$ cat config.mk
export PLATFORM = sky130hd
export DESIGN_NAME = tec_counter
export DESIGN_NICKNAME = d
export VERILOG_FILES = /design/src/pkg/tec_pkg.sv /design/src/logic/tec_counter.sv
export VERILOG_INCLUDE_DIRS = /design/src /design/src/pkg
export SDC_FILE = /design/constraint.sdc
export NUM_CORES = 1
export LEC_CHECK = 0
export BUFFER_PORTS_ARGS = -buffer_cell sky130_fd_sc_hd__buf_2
export CELL_PAD_IN_SITES_DETAIL_PLACEMENT = 1
export CELL_PAD_IN_SITES_GLOBAL_PLACEMENT = 2
export CORE_MARGIN = 8
export CORE_UTILIZATION = 31
export CTS_CLUSTER_SIZE = 40
export DETAILED_ROUTE_END_ITERATION = 8
export GPL_TIMING_DRIVEN = 0
export PLACE_DENSITY = 0.79
export RECOVER_POWER = 50
export SKIP_LAST_GASP = 1
export SLEW_MARGIN = 0
export SYNTH_ARGS = -nofsm -noshare
export SYNTH_HDL_FRONTEND = slang
export SYNTH_SLANG_ARGS = --single-unit
export TNS_END_PERCENT = 30
$ cat constraint.sdc
create_clock -name clock -period 2.1 [get_ports clock]
set_input_delay 0.315 -clock clock [delete_from_list [all_inputs] [get_ports clock]]
set_output_delay 0.315 -clock clock [all_outputs]
set_load 0.01 [all_outputs]
$ cat src/pkg/tec_regs.svh
// register offsets, field positions and reset values of the timer/event counter
`ifndef TEC_REGS_SVH
`define TEC_REGS_SVH

`define TEC_ADDR_COUNT     8'h0D
`define TEC_ADDR_CONTROL   8'h0E
`define TEC_BIT_EDGE       3
`define TEC_BIT_ENABLE     4
`define TEC_BIT_CLKSEL     5
`define TEC_BIT_MODE_LO    6
`define TEC_BIT_MODE_HI    7
`define TEC_CTRL_RESET     8'h08
`define TEC_COUNT_RESET    8'h00
`define TEC_COUNT_MAX      8'hFF
`define TEC_MODE_EVENT     2'h1
`define TEC_MODE_TIMER     2'h2
`define TEC_MODE_PULSE     2'h3

`endif

$ cat src/pkg/tec_pkg.sv
// types shared by the timer/event counter
`default_nettype none
package tec_pkg;

	typedef struct packed {
		logic [1:0] mode;
		logic       clock_source_select;
		logic       count_enable;
		logic       edge_polarity;
	} tec_ctrl_t;

	typedef enum logic [2:0] {
		TEC_PW_IDLE  = 3'b001,
		TEC_PW_ARMED = 3'b010,
		TEC_PW_COUNT = 3'b100
	} tec_pw_state_t;

	typedef struct packed {
		logic       wr;
		logic       rd;
		logic [7:0] addr;
		logic [7:0] wdata;
	} tec_bus_t;

endpackage
`default_nettype wire

$ cat src/logic/tec_counter.sv
// timer/event counter with preload, pulse-width mode and divider output
//
// Functional notes
// - single 8-bit up-only counter
// - control bit 5 picks rtc or internal clock
// - write stores preload, read returns live count
// - mode field: 01 event, 10 timer, 11 pulse
// - overflow past FF reloads and sets flag
// - pulse mode counts until input level returns
// - control bit 3 picks edge; 0 rising
// - finished measurement holds until enable set again
// - pulse measurement starts on edge, not level
// - pulse mode overflow reloads and raises flag
// - counting only while enable bit is set
// - hardware clears enable only after pulse measurement
// - overflow is a halt wake-up source
// - irq enable low blocks service, flag sets
// - write while disabled loads counter too
// - write while enabled changes preload only
// - count clock blocked during count register read
// - control bits 0 to 2 read zero
// - divider pad: latch 0 drives divider, 1 drives 0
// - divider frequency is the selected count source over 2(256-N)
`include "tec_regs.svh"
`default_nettype none
module tec_counter (
	// clock and reset
	input  wire logic       clock,
	input  wire logic       rst_n,
	// register access port
	input  wire tec_pkg::tec_bus_t bus,
	output logic      [7:0] rdata,
	// count sources
	input  wire logic       internal_count_clock,
	input  wire logic       rtc_timeout,
	input  wire logic       count_input_and_value,
	// interrupt control
	input  wire logic       counter_irq_enable,
	input  wire logic       flag_clear,
	output logic            overflow_request_flag,
	output logic            irq_request,
	output logic            wake_up,
	// divider output
	input  wire logic       divider_option,
	input  wire logic       port_a_bit3,
	output logic            pad_out,
	output logic            pad_oe
);

	// ------------------------------------------------------------
	// state
	// ------------------------------------------------------------
	tec_pkg::tec_ctrl_t     ctrl_ff, nxt_ctrl;
	tec_pkg::tec_pw_state_t pw_ff, nxt_pw;
	logic [7:0] count_ff, nxt_count;
	logic [7:0] preload_ff, nxt_preload;
	logic [7:0] rdata_ff, nxt_rdata;
	logic       flag_ff, nxt_flag;
	logic       div_ff, nxt_div;
	logic       pin_ff, src_ff;
	logic       rtc_ff;

	function automatic logic hit(input logic [7:0] a, input logic [7:0] target);
		hit = (a == target);
	endfunction

	// ------------------------------------------------------------
	// edge detection of the selected sources
	// ------------------------------------------------------------
	logic src_lvl, src_tick, pin_edge, pin_back, int_tick, tick;
	logic wr_cnt, wr_ctl, rd_cnt, ovf;

	always_comb begin
		wr_cnt   = bus.wr && hit(bus.addr, `TEC_ADDR_COUNT);
		wr_ctl   = bus.wr && hit(bus.addr, `TEC_ADDR_CONTROL);
		rd_cnt   = bus.rd && hit(bus.addr, `TEC_ADDR_COUNT);
		// internal source: rtc time-out or option-selected clock
		src_lvl  = ctrl_ff.clock_source_select ? internal_count_clock : rtc_timeout;
		int_tick = src_lvl && !src_ff;
		// edge_polarity 0 means rising, as the bit table reads
		pin_edge = ctrl_ff.edge_polarity ? (pin_ff && !count_input_and_value)
		                                 : (!pin_ff && count_input_and_value);
		pin_back = ctrl_ff.edge_polarity ? (!pin_ff && count_input_and_value)
		                                 : (pin_ff && !count_input_and_value);
		case (ctrl_ff.mode)
			`TEC_MODE_EVENT: src_tick = pin_edge;
			`TEC_MODE_TIMER: src_tick = int_tick;
			`TEC_MODE_PULSE: src_tick = int_tick && (pw_ff == tec_pkg::TEC_PW_COUNT);
			default:         src_tick = 1'b0;
		endcase
		// a count register read freezes the count for that cycle; the edge is lost
		tick = src_tick && ctrl_ff.count_enable && !rd_cnt;
		ovf  = tick && (count_ff == `TEC_COUNT_MAX);
	end

	// ------------------------------------------------------------
	// next state
	// ------------------------------------------------------------
	always_comb begin
		nxt_ctrl    = ctrl_ff;
		nxt_pw      = pw_ff;
		nxt_count   = count_ff;
		nxt_preload = preload_ff;
		nxt_flag    = flag_ff;
		nxt_div     = div_ff;
		nxt_rdata   = rdata_ff;
		// pulse measurement sequencing
		case (pw_ff)
			tec_pkg::TEC_PW_IDLE: begin
				if (ctrl_ff.count_enable && ctrl_ff.mode == `TEC_MODE_PULSE)
					nxt_pw = tec_pkg::TEC_PW_ARMED;
			end
			tec_pkg::TEC_PW_ARMED: begin
				if (!ctrl_ff.count_enable || ctrl_ff.mode != `TEC_MODE_PULSE)
					nxt_pw = tec_pkg::TEC_PW_IDLE;
				else if (pin_edge)
					nxt_pw = tec_pkg::TEC_PW_COUNT;
			end
			tec_pkg::TEC_PW_COUNT: begin
				if (!ctrl_ff.count_enable || ctrl_ff.mode != `TEC_MODE_PULSE) begin
					nxt_pw = tec_pkg::TEC_PW_IDLE;
				end else if (pin_back) begin
					// stop and hold result until enable is written again
					nxt_ctrl.count_enable = 1'b0;
					nxt_pw                = tec_pkg::TEC_PW_IDLE;
				end
			end
			default: nxt_pw = tec_pkg::TEC_PW_IDLE;
		endcase
		// counting, up only
		if (ovf) begin
			nxt_count = preload_ff;
			nxt_div   = !div_ff;
		end else if (tick) begin
			nxt_count = count_ff + 8'h01;
		end
		// software writes
		if (wr_cnt) begin
			nxt_preload = bus.wdata;
			if (!ctrl_ff.count_enable)
				nxt_count = bus.wdata;
		end
		if (wr_ctl) begin
			nxt_ctrl.mode                = {bus.wdata[`TEC_BIT_MODE_HI], bus.wdata[`TEC_BIT_MODE_LO]};
			nxt_ctrl.clock_source_select = bus.wdata[`TEC_BIT_CLKSEL];
			nxt_ctrl.count_enable        = bus.wdata[`TEC_BIT_ENABLE];
			nxt_ctrl.edge_polarity       = bus.wdata[`TEC_BIT_EDGE];
			if (!bus.wdata[`TEC_BIT_ENABLE])
				nxt_pw = tec_pkg::TEC_PW_IDLE;
		end
		// flag: set wins over clear
		if (flag_clear)
			nxt_flag = 1'b0;
		if (ovf)
			nxt_flag = 1'b1;
		// read data, low control bits read zero
		if (bus.rd) begin
			if (hit(bus.addr, `TEC_ADDR_COUNT))
				nxt_rdata = count_ff;
			else if (hit(bus.addr, `TEC_ADDR_CONTROL))
				nxt_rdata = {ctrl_ff.mode[1], ctrl_ff.mode[0], ctrl_ff.clock_source_select,
				             ctrl_ff.count_enable, ctrl_ff.edge_polarity, 3'h0};
			else
				nxt_rdata = 8'h00;
		end
	end

	// ------------------------------------------------------------
	// registers
	// ------------------------------------------------------------
	always_ff @(posedge clock or negedge rst_n) begin
		if (!rst_n) begin
			ctrl_ff    <= tec_pkg::tec_ctrl_t'(5'h01);
			pw_ff      <= tec_pkg::TEC_PW_IDLE;
			count_ff   <= `TEC_COUNT_RESET;
			preload_ff <= `TEC_COUNT_RESET;
			rdata_ff   <= 8'h00;
			flag_ff    <= 1'b0;
			div_ff     <= 1'b0;
			pin_ff     <= 1'b0;
			src_ff     <= 1'b0;
			rtc_ff     <= 1'b0;
		end else begin
			ctrl_ff    <= nxt_ctrl;
			pw_ff      <= nxt_pw;
			count_ff   <= nxt_count;
			preload_ff <= nxt_preload;
			rdata_ff   <= nxt_rdata;
			flag_ff    <= nxt_flag;
			div_ff     <= nxt_div;
			pin_ff     <= count_input_and_value;
			src_ff     <= src_lvl;
			rtc_ff     <= ovf;
		end
	end

	// ------------------------------------------------------------
	// outputs
	// ------------------------------------------------------------
	// latch 0 passes the divider; latch 1 or option off drives 0
	always_comb begin
		rdata                 = rdata_ff;
		overflow_request_flag = flag_ff;
		irq_request           = flag_ff && counter_irq_enable;
		wake_up               = rtc_ff;
		pad_oe                = divider_option;
		pad_out               = divider_option && !port_a_bit3 && div_ff;
	end

endmodule
`default_nettype wire

# Word level (Yosys, flattened, before mapping)
# Index checks and enable logic that the tools add are counted.
[word_totals] register_bits=37 input_bits=27 output_inout_bits=13 wordCells=75
[op_classes] addsub=1 eq_ne=11 mux=24 reduce_logical=26
[op_table] operator="8-bit 2-to-1 mux" count=6
[op_table] operator="3-bit 2-to-1 mux" count=7
[op_table] operator="8-bit by 4-bit equality test with 1-bit output (second input constant)" count=2
[op_table] operator="1-bit logical AND" count=14
[op_table] operator="3-bit one-hot mux with 3 select lines" count=1
[op_table] operator="8-bit by 1-bit adder with 8-bit output (second input constant)" count=1
[op_table] operator="8-bit equality test (second input constant)" count=1
[op_table] operator="1-bit 2-to-1 mux" count=8
[op_table] operator="1-bit zero test" count=7
[op_table] operator="2-bit nonzero test" count=3
[op_table] operator="2-bit equality test (second input constant)" count=2
[op_table] operator="2-bit inequality test (second input constant)" count=2
[op_table] operator="3-bit by 1-bit equality test with 1-bit output (second input constant)" count=1
[op_table] operator="3-bit by 2-bit equality test with 1-bit output (second input constant)" count=1
[op_table] operator="3-bit equality test (second input constant)" count=1
[op_table] operator="1-bit one-hot mux with 3 select lines" count=1
[op_table] operator="3-bit AND reduction" count=1
[op_table] operator="2-bit by 1-bit equality test with 1-bit output (second input constant)" count=1
[op_table] operator="2-bit 2-to-1 mux" count=1
[op_table] operator="1-bit logical OR" count=1

# Longest topological paths before layout
[depth] ltp_word=10 mapped_depth=8 ltp_nobuf=6

# Worst setup path before layout
# Ideal clock, no wire load.
[synth_path] path_type="register to register" from="register count_ff[0]" to="register count_ff[3]" setup_ns=0.124 arrival_ns=1.815 t_required_ns=1.976 path_slack_ns=0.162 path_stages_with_launch=9 path_buffers=2 cell_sequence="dfrtp_1 ha_1 buf_2 nand3_1 or3_1 buf_2 mux2_4 o31ai_1 o21ai_1"
[synth_between] elab_chain_cells=5 elab_cells_between_ends=7 classes_between="1 x add/sub; 1 x eq/ne; 4 x mux; 1 x reduce/logical"
[synth_lines] item="from (decl)" line_no="tec_counter.sv:55" text="logic [7:0] count_ff, nxt_count;"
[synth_lines] item="from (signal assigned)" line_no="tec_counter.sv:175" text="count_ff <= `TEC_COUNT_RESET;"
[synth_lines] item="from (signal assigned)" line_no="tec_counter.sv:186" text="count_ff <= nxt_count;"
[synth_lines] item="8-bit by 1-bit adder with 8-bit output or 8-bit equality test (tied branches)"
[synth_lines] item="8-bit 2-to-1 mux or 1-bit logical AND (tied branches)" line_no="tec_counter.sv:134, tec_counter.sv:93"
[synth_lines] item="8-bit 2-to-1 mux *" line_no="tec_counter.sv:131" text="if (ovf) begin"
[synth_lines] item="8-bit 2-to-1 mux" line_no="tec_counter.sv:140" text="if (!ctrl_ff.count_enable)"
[synth_lines] item="8-bit 2-to-1 mux *" line_no="tec_counter.sv:138" text="if (wr_cnt) begin"
[synth_lines] item="named net nxt_count[3]" line_no="tec_counter.sv:55"
# Mark *: on every way through the listed nets, which the timed path passes. The rest lies on a longest branch.
# A chain may end at the register's enable or synchronous reset.

# Final worst setup path
# Ends and elaborated chain as after synthesis.

==> qor.yml <==
logic_synthesis:
  synthMostInstantiatedCell: "dfrtp_1"
  synth_edf_count: 0
  syn_nets: 215
  yosys.area.top_type: "dfrtp_1"
  synth_top_area_share: 0.447
  syn-mean-instance-area_um2: 10.5
  yosysUniqueCellTypes: 53
  netlist_area_um2: 1960
  synth_area_leaders: "dfrtp_1 (45%), mux2_2 (5.2%), o21ai_0 (3.3%), nand2_1 (3.3%), dfstp_2 (2.7%)"
  ys_ff_latch: 37
  synth-warning-count: 0
  synth_common_cells: "dfrtp_1 (35), nand2_1 (17), inv_1 (13), o21ai_0 (13)"
  synth_cells: 187
  ys_seq_area_frac: 0.474
  synthFlopType: "dfrtp_1"
  async_reset_ff_frac: 1.00
timing:
  worstMarginPinSlew_ns: 0.944
  hold_violations: 0
  setup_slack_ns: 0.0495
  rsz0062_at_grt: "yes"
  relSlewSlack: 0.371
  finalClockSkew_ns: 0.00944
  fin_crit_sh: 0.976
  setup_viol: 0
  fin_crit_ns: 2.05
  slew_violations: 0
  fmaxAchievable_mhz: 488
placement:
  gp_congestion: 0.814
  numPortBuffers: 39
  pre_cts_slack_ns: -0.136
  detailed_place_hpwl_um: 4000
  place_area_um2: 2250
routing:
  vias: 1616
  drc: 0
  post_drt_wl_per_cell_um: 17.4
  avgViaCountPerCell: 5.15
  drt_iter0_markers: 101
  ant_nets: 0
  wl_um: 5460
  drt_first_pass_iters: 4
setup_path:
  cp.required_ns: 2.28
  r2r_setup_slack_ns: 0.05
  r2r-end: "count_ff[3]$_DFF_PN0_"
  cp_max_fo: 8
  critPathLaunchType: "flip-flop"
  endpoint_kind: "flip-flop"
  crit_type: "reg -> reg"
  ff2ff_path_depth: 8
  cp.arrival_ns: 2.23
  r2r-start: "count_ff[0]$_DFF_PN0_"
global_route:
  grt_pass1_wl_um: 9140
  globalRouteMet2Util: 0.201
  grtUsageTotal: 0.129
  use_met1: 0.170
  antenna_found_initial: 0
  grtUsageMet3: 0.0315
  grt_overflow: 0
  grt_max_degree: 38
  grt_pass1_vias: 1746
  grt.busiest_layer: "met2"
floorplanning:
  pin_count: 40
  start_util: 0.314
  coreArea_um2: 6240
  fp.dieArea_um2: 9120
  rows: 29
  die_y_um: 95.5
  die_w_um: 95.5
layout:
  final_nets: 264
  drive_gt1_frac: 0.329
  multi_input_area_um2: 950
  layout.core_utilization: 0.385
  regArea_um2: 931
  fill_cells: 739
  fin_area_um2: 2400
  antenna_cells: 0
  area_growth_pct: 22.5
clock_network:
  cts_tree: "yes"
  htree_levels: 2
  cts_sinks: 37
  clk_path_buf_depth: 2
  insertion_delay_ns: 0.29
  numCtsBuffers: 5
  path_clk_slew_ns: 0.08
  cts_root_buf: "clkbuf_8"
worst_hold_path:
  hold_path.class: "in -> async"
outcome:
  status: "complete, no violations"
power_and_ir_drop:
  ir_worst_vdd_mv: 0.232
  p_per_area_nw_per_um2: 656
  p_leak_nw: 1.11
  p_total_mw: 1.57
job:
  maxCapViolCount: 0
## kinds of logic after synthesis
kind of cell / synth area share
mux: 0.0971
fa+ha+maj: 0.00638
compound gates: 0.179
buf+inv: 0.0492
xor+xnor: 0.0134
simple gates: 0.181
flops: 0.474
## per-layer routing
layer / share of wire / up-vias
met3: 0.053 / 4
met2: 0.46 / 33
li1: - / 790
met4: 0.0093 / 0
met1: 0.47 / 789
met5: 0 / -
## stage by stage
step | hold WS (ns) | std cells | TNS [ns]
6_report | 0.147 | 314 | 0
4_1_cts | 0.161 | 311 | -0.122
3_5_place_dp | 0.459 | 303 | -0.367
5_1_grt | 0.210 | 314 | -0.171
3_3_place_gp | 0.461 | 303 | -0.239
2_1_floorplan | 0.0194 | 187 | 0
## worst max path at each step
stage,from,endpoint
3_3_place_gp,count_ff[1]$_DFF_PN0_,count_ff[1]$_DFF_PN0_
4_1_cts,count_ff[0]$_DFF_PN0_,count_ff[3]$_DFF_PN0_
2_1_floorplan,count_ff[0]$_DFF_PN0_,count_ff[3]$_DFF_PN0_
5_1_grt,pin_ff$_DFF_PN0_,count_ff[2]$_DFF_PN0_
6_report,count_ff[0]$_DFF_PN0_,count_ff[3]$_DFF_PN0_
3_5_place_dp,count_ff[0]$_DFF_PN0_,count_ff[1]$_DFF_PN0_
## power breakdown
part           total (mW)  switching (mW)  leakage [nW]  internal (mW)
logic               0.157          0.0812         0.554         0.0758
registers           0.776          0.0334         0.494          0.743
clock network       0.642           0.255        0.0585          0.387
total                1.57           0.369          1.11           1.21
## registers in the layout (all words and copies together), names as in the netlist
name and count:
count_ff 8, ctrl_ff 5, rdata 8, pw_ff 3
wake_up 1, src_ff 1, preload_ff 8, pin_ff 1
overflow_request_flag 1, div_ff 1
## layout make-up
type / instances / share of cell area
inverter: 13 / 0.0203
clock buffer: 7 / 0.0360
timing repair buffer: 42 / 0.0897
clock inverter: 1 / 0.0125
buffer: 6 / 0.0177
tap: 77 / 0.0401
multi-input combinational: 131 / 0.396
sequential: 37 / 0.388
## what timing repair did
action / in CTS / in global routing
setup buffers: 0 / 3
gates resized for setup: 1 / 5
hold buffers: 0 / 0
setup endpoints to repair: 2 / 7
## worst max-delay path, stage by stage (launching register included)
cell      delay (ns)
dfrtp_2         0.40
ha_1            0.15
clkbuf_4        0.18
nand3_2         0.11
or3_1           0.31
buf_2           0.18
mux2_4          0.30
o31ai_1         0.21
o21ai_1         0.09
## placed cells by master, fill, tap and decap left out, drive strengths merged, types with 2 or more instances in the layout
master	instances
a21oi	5
and3	5
xor2	2
clkbuf	12
nor2	9
a211oi	3
dfstp	2
dfrtp	35
a22o	3
and4b	2
o21ai	17
and4	2
nor3b	2
nand2	17
nand3	6
o211ai	2
nand4	3
and3b	2
mux2	13
a22oi	5
nand2b	2
nor3	2
a31oi	4
nor4	3
inv	13
mux2i	4
buf	43
o31ai	3
Note: power is estimated with default switching activity, not from simulation.
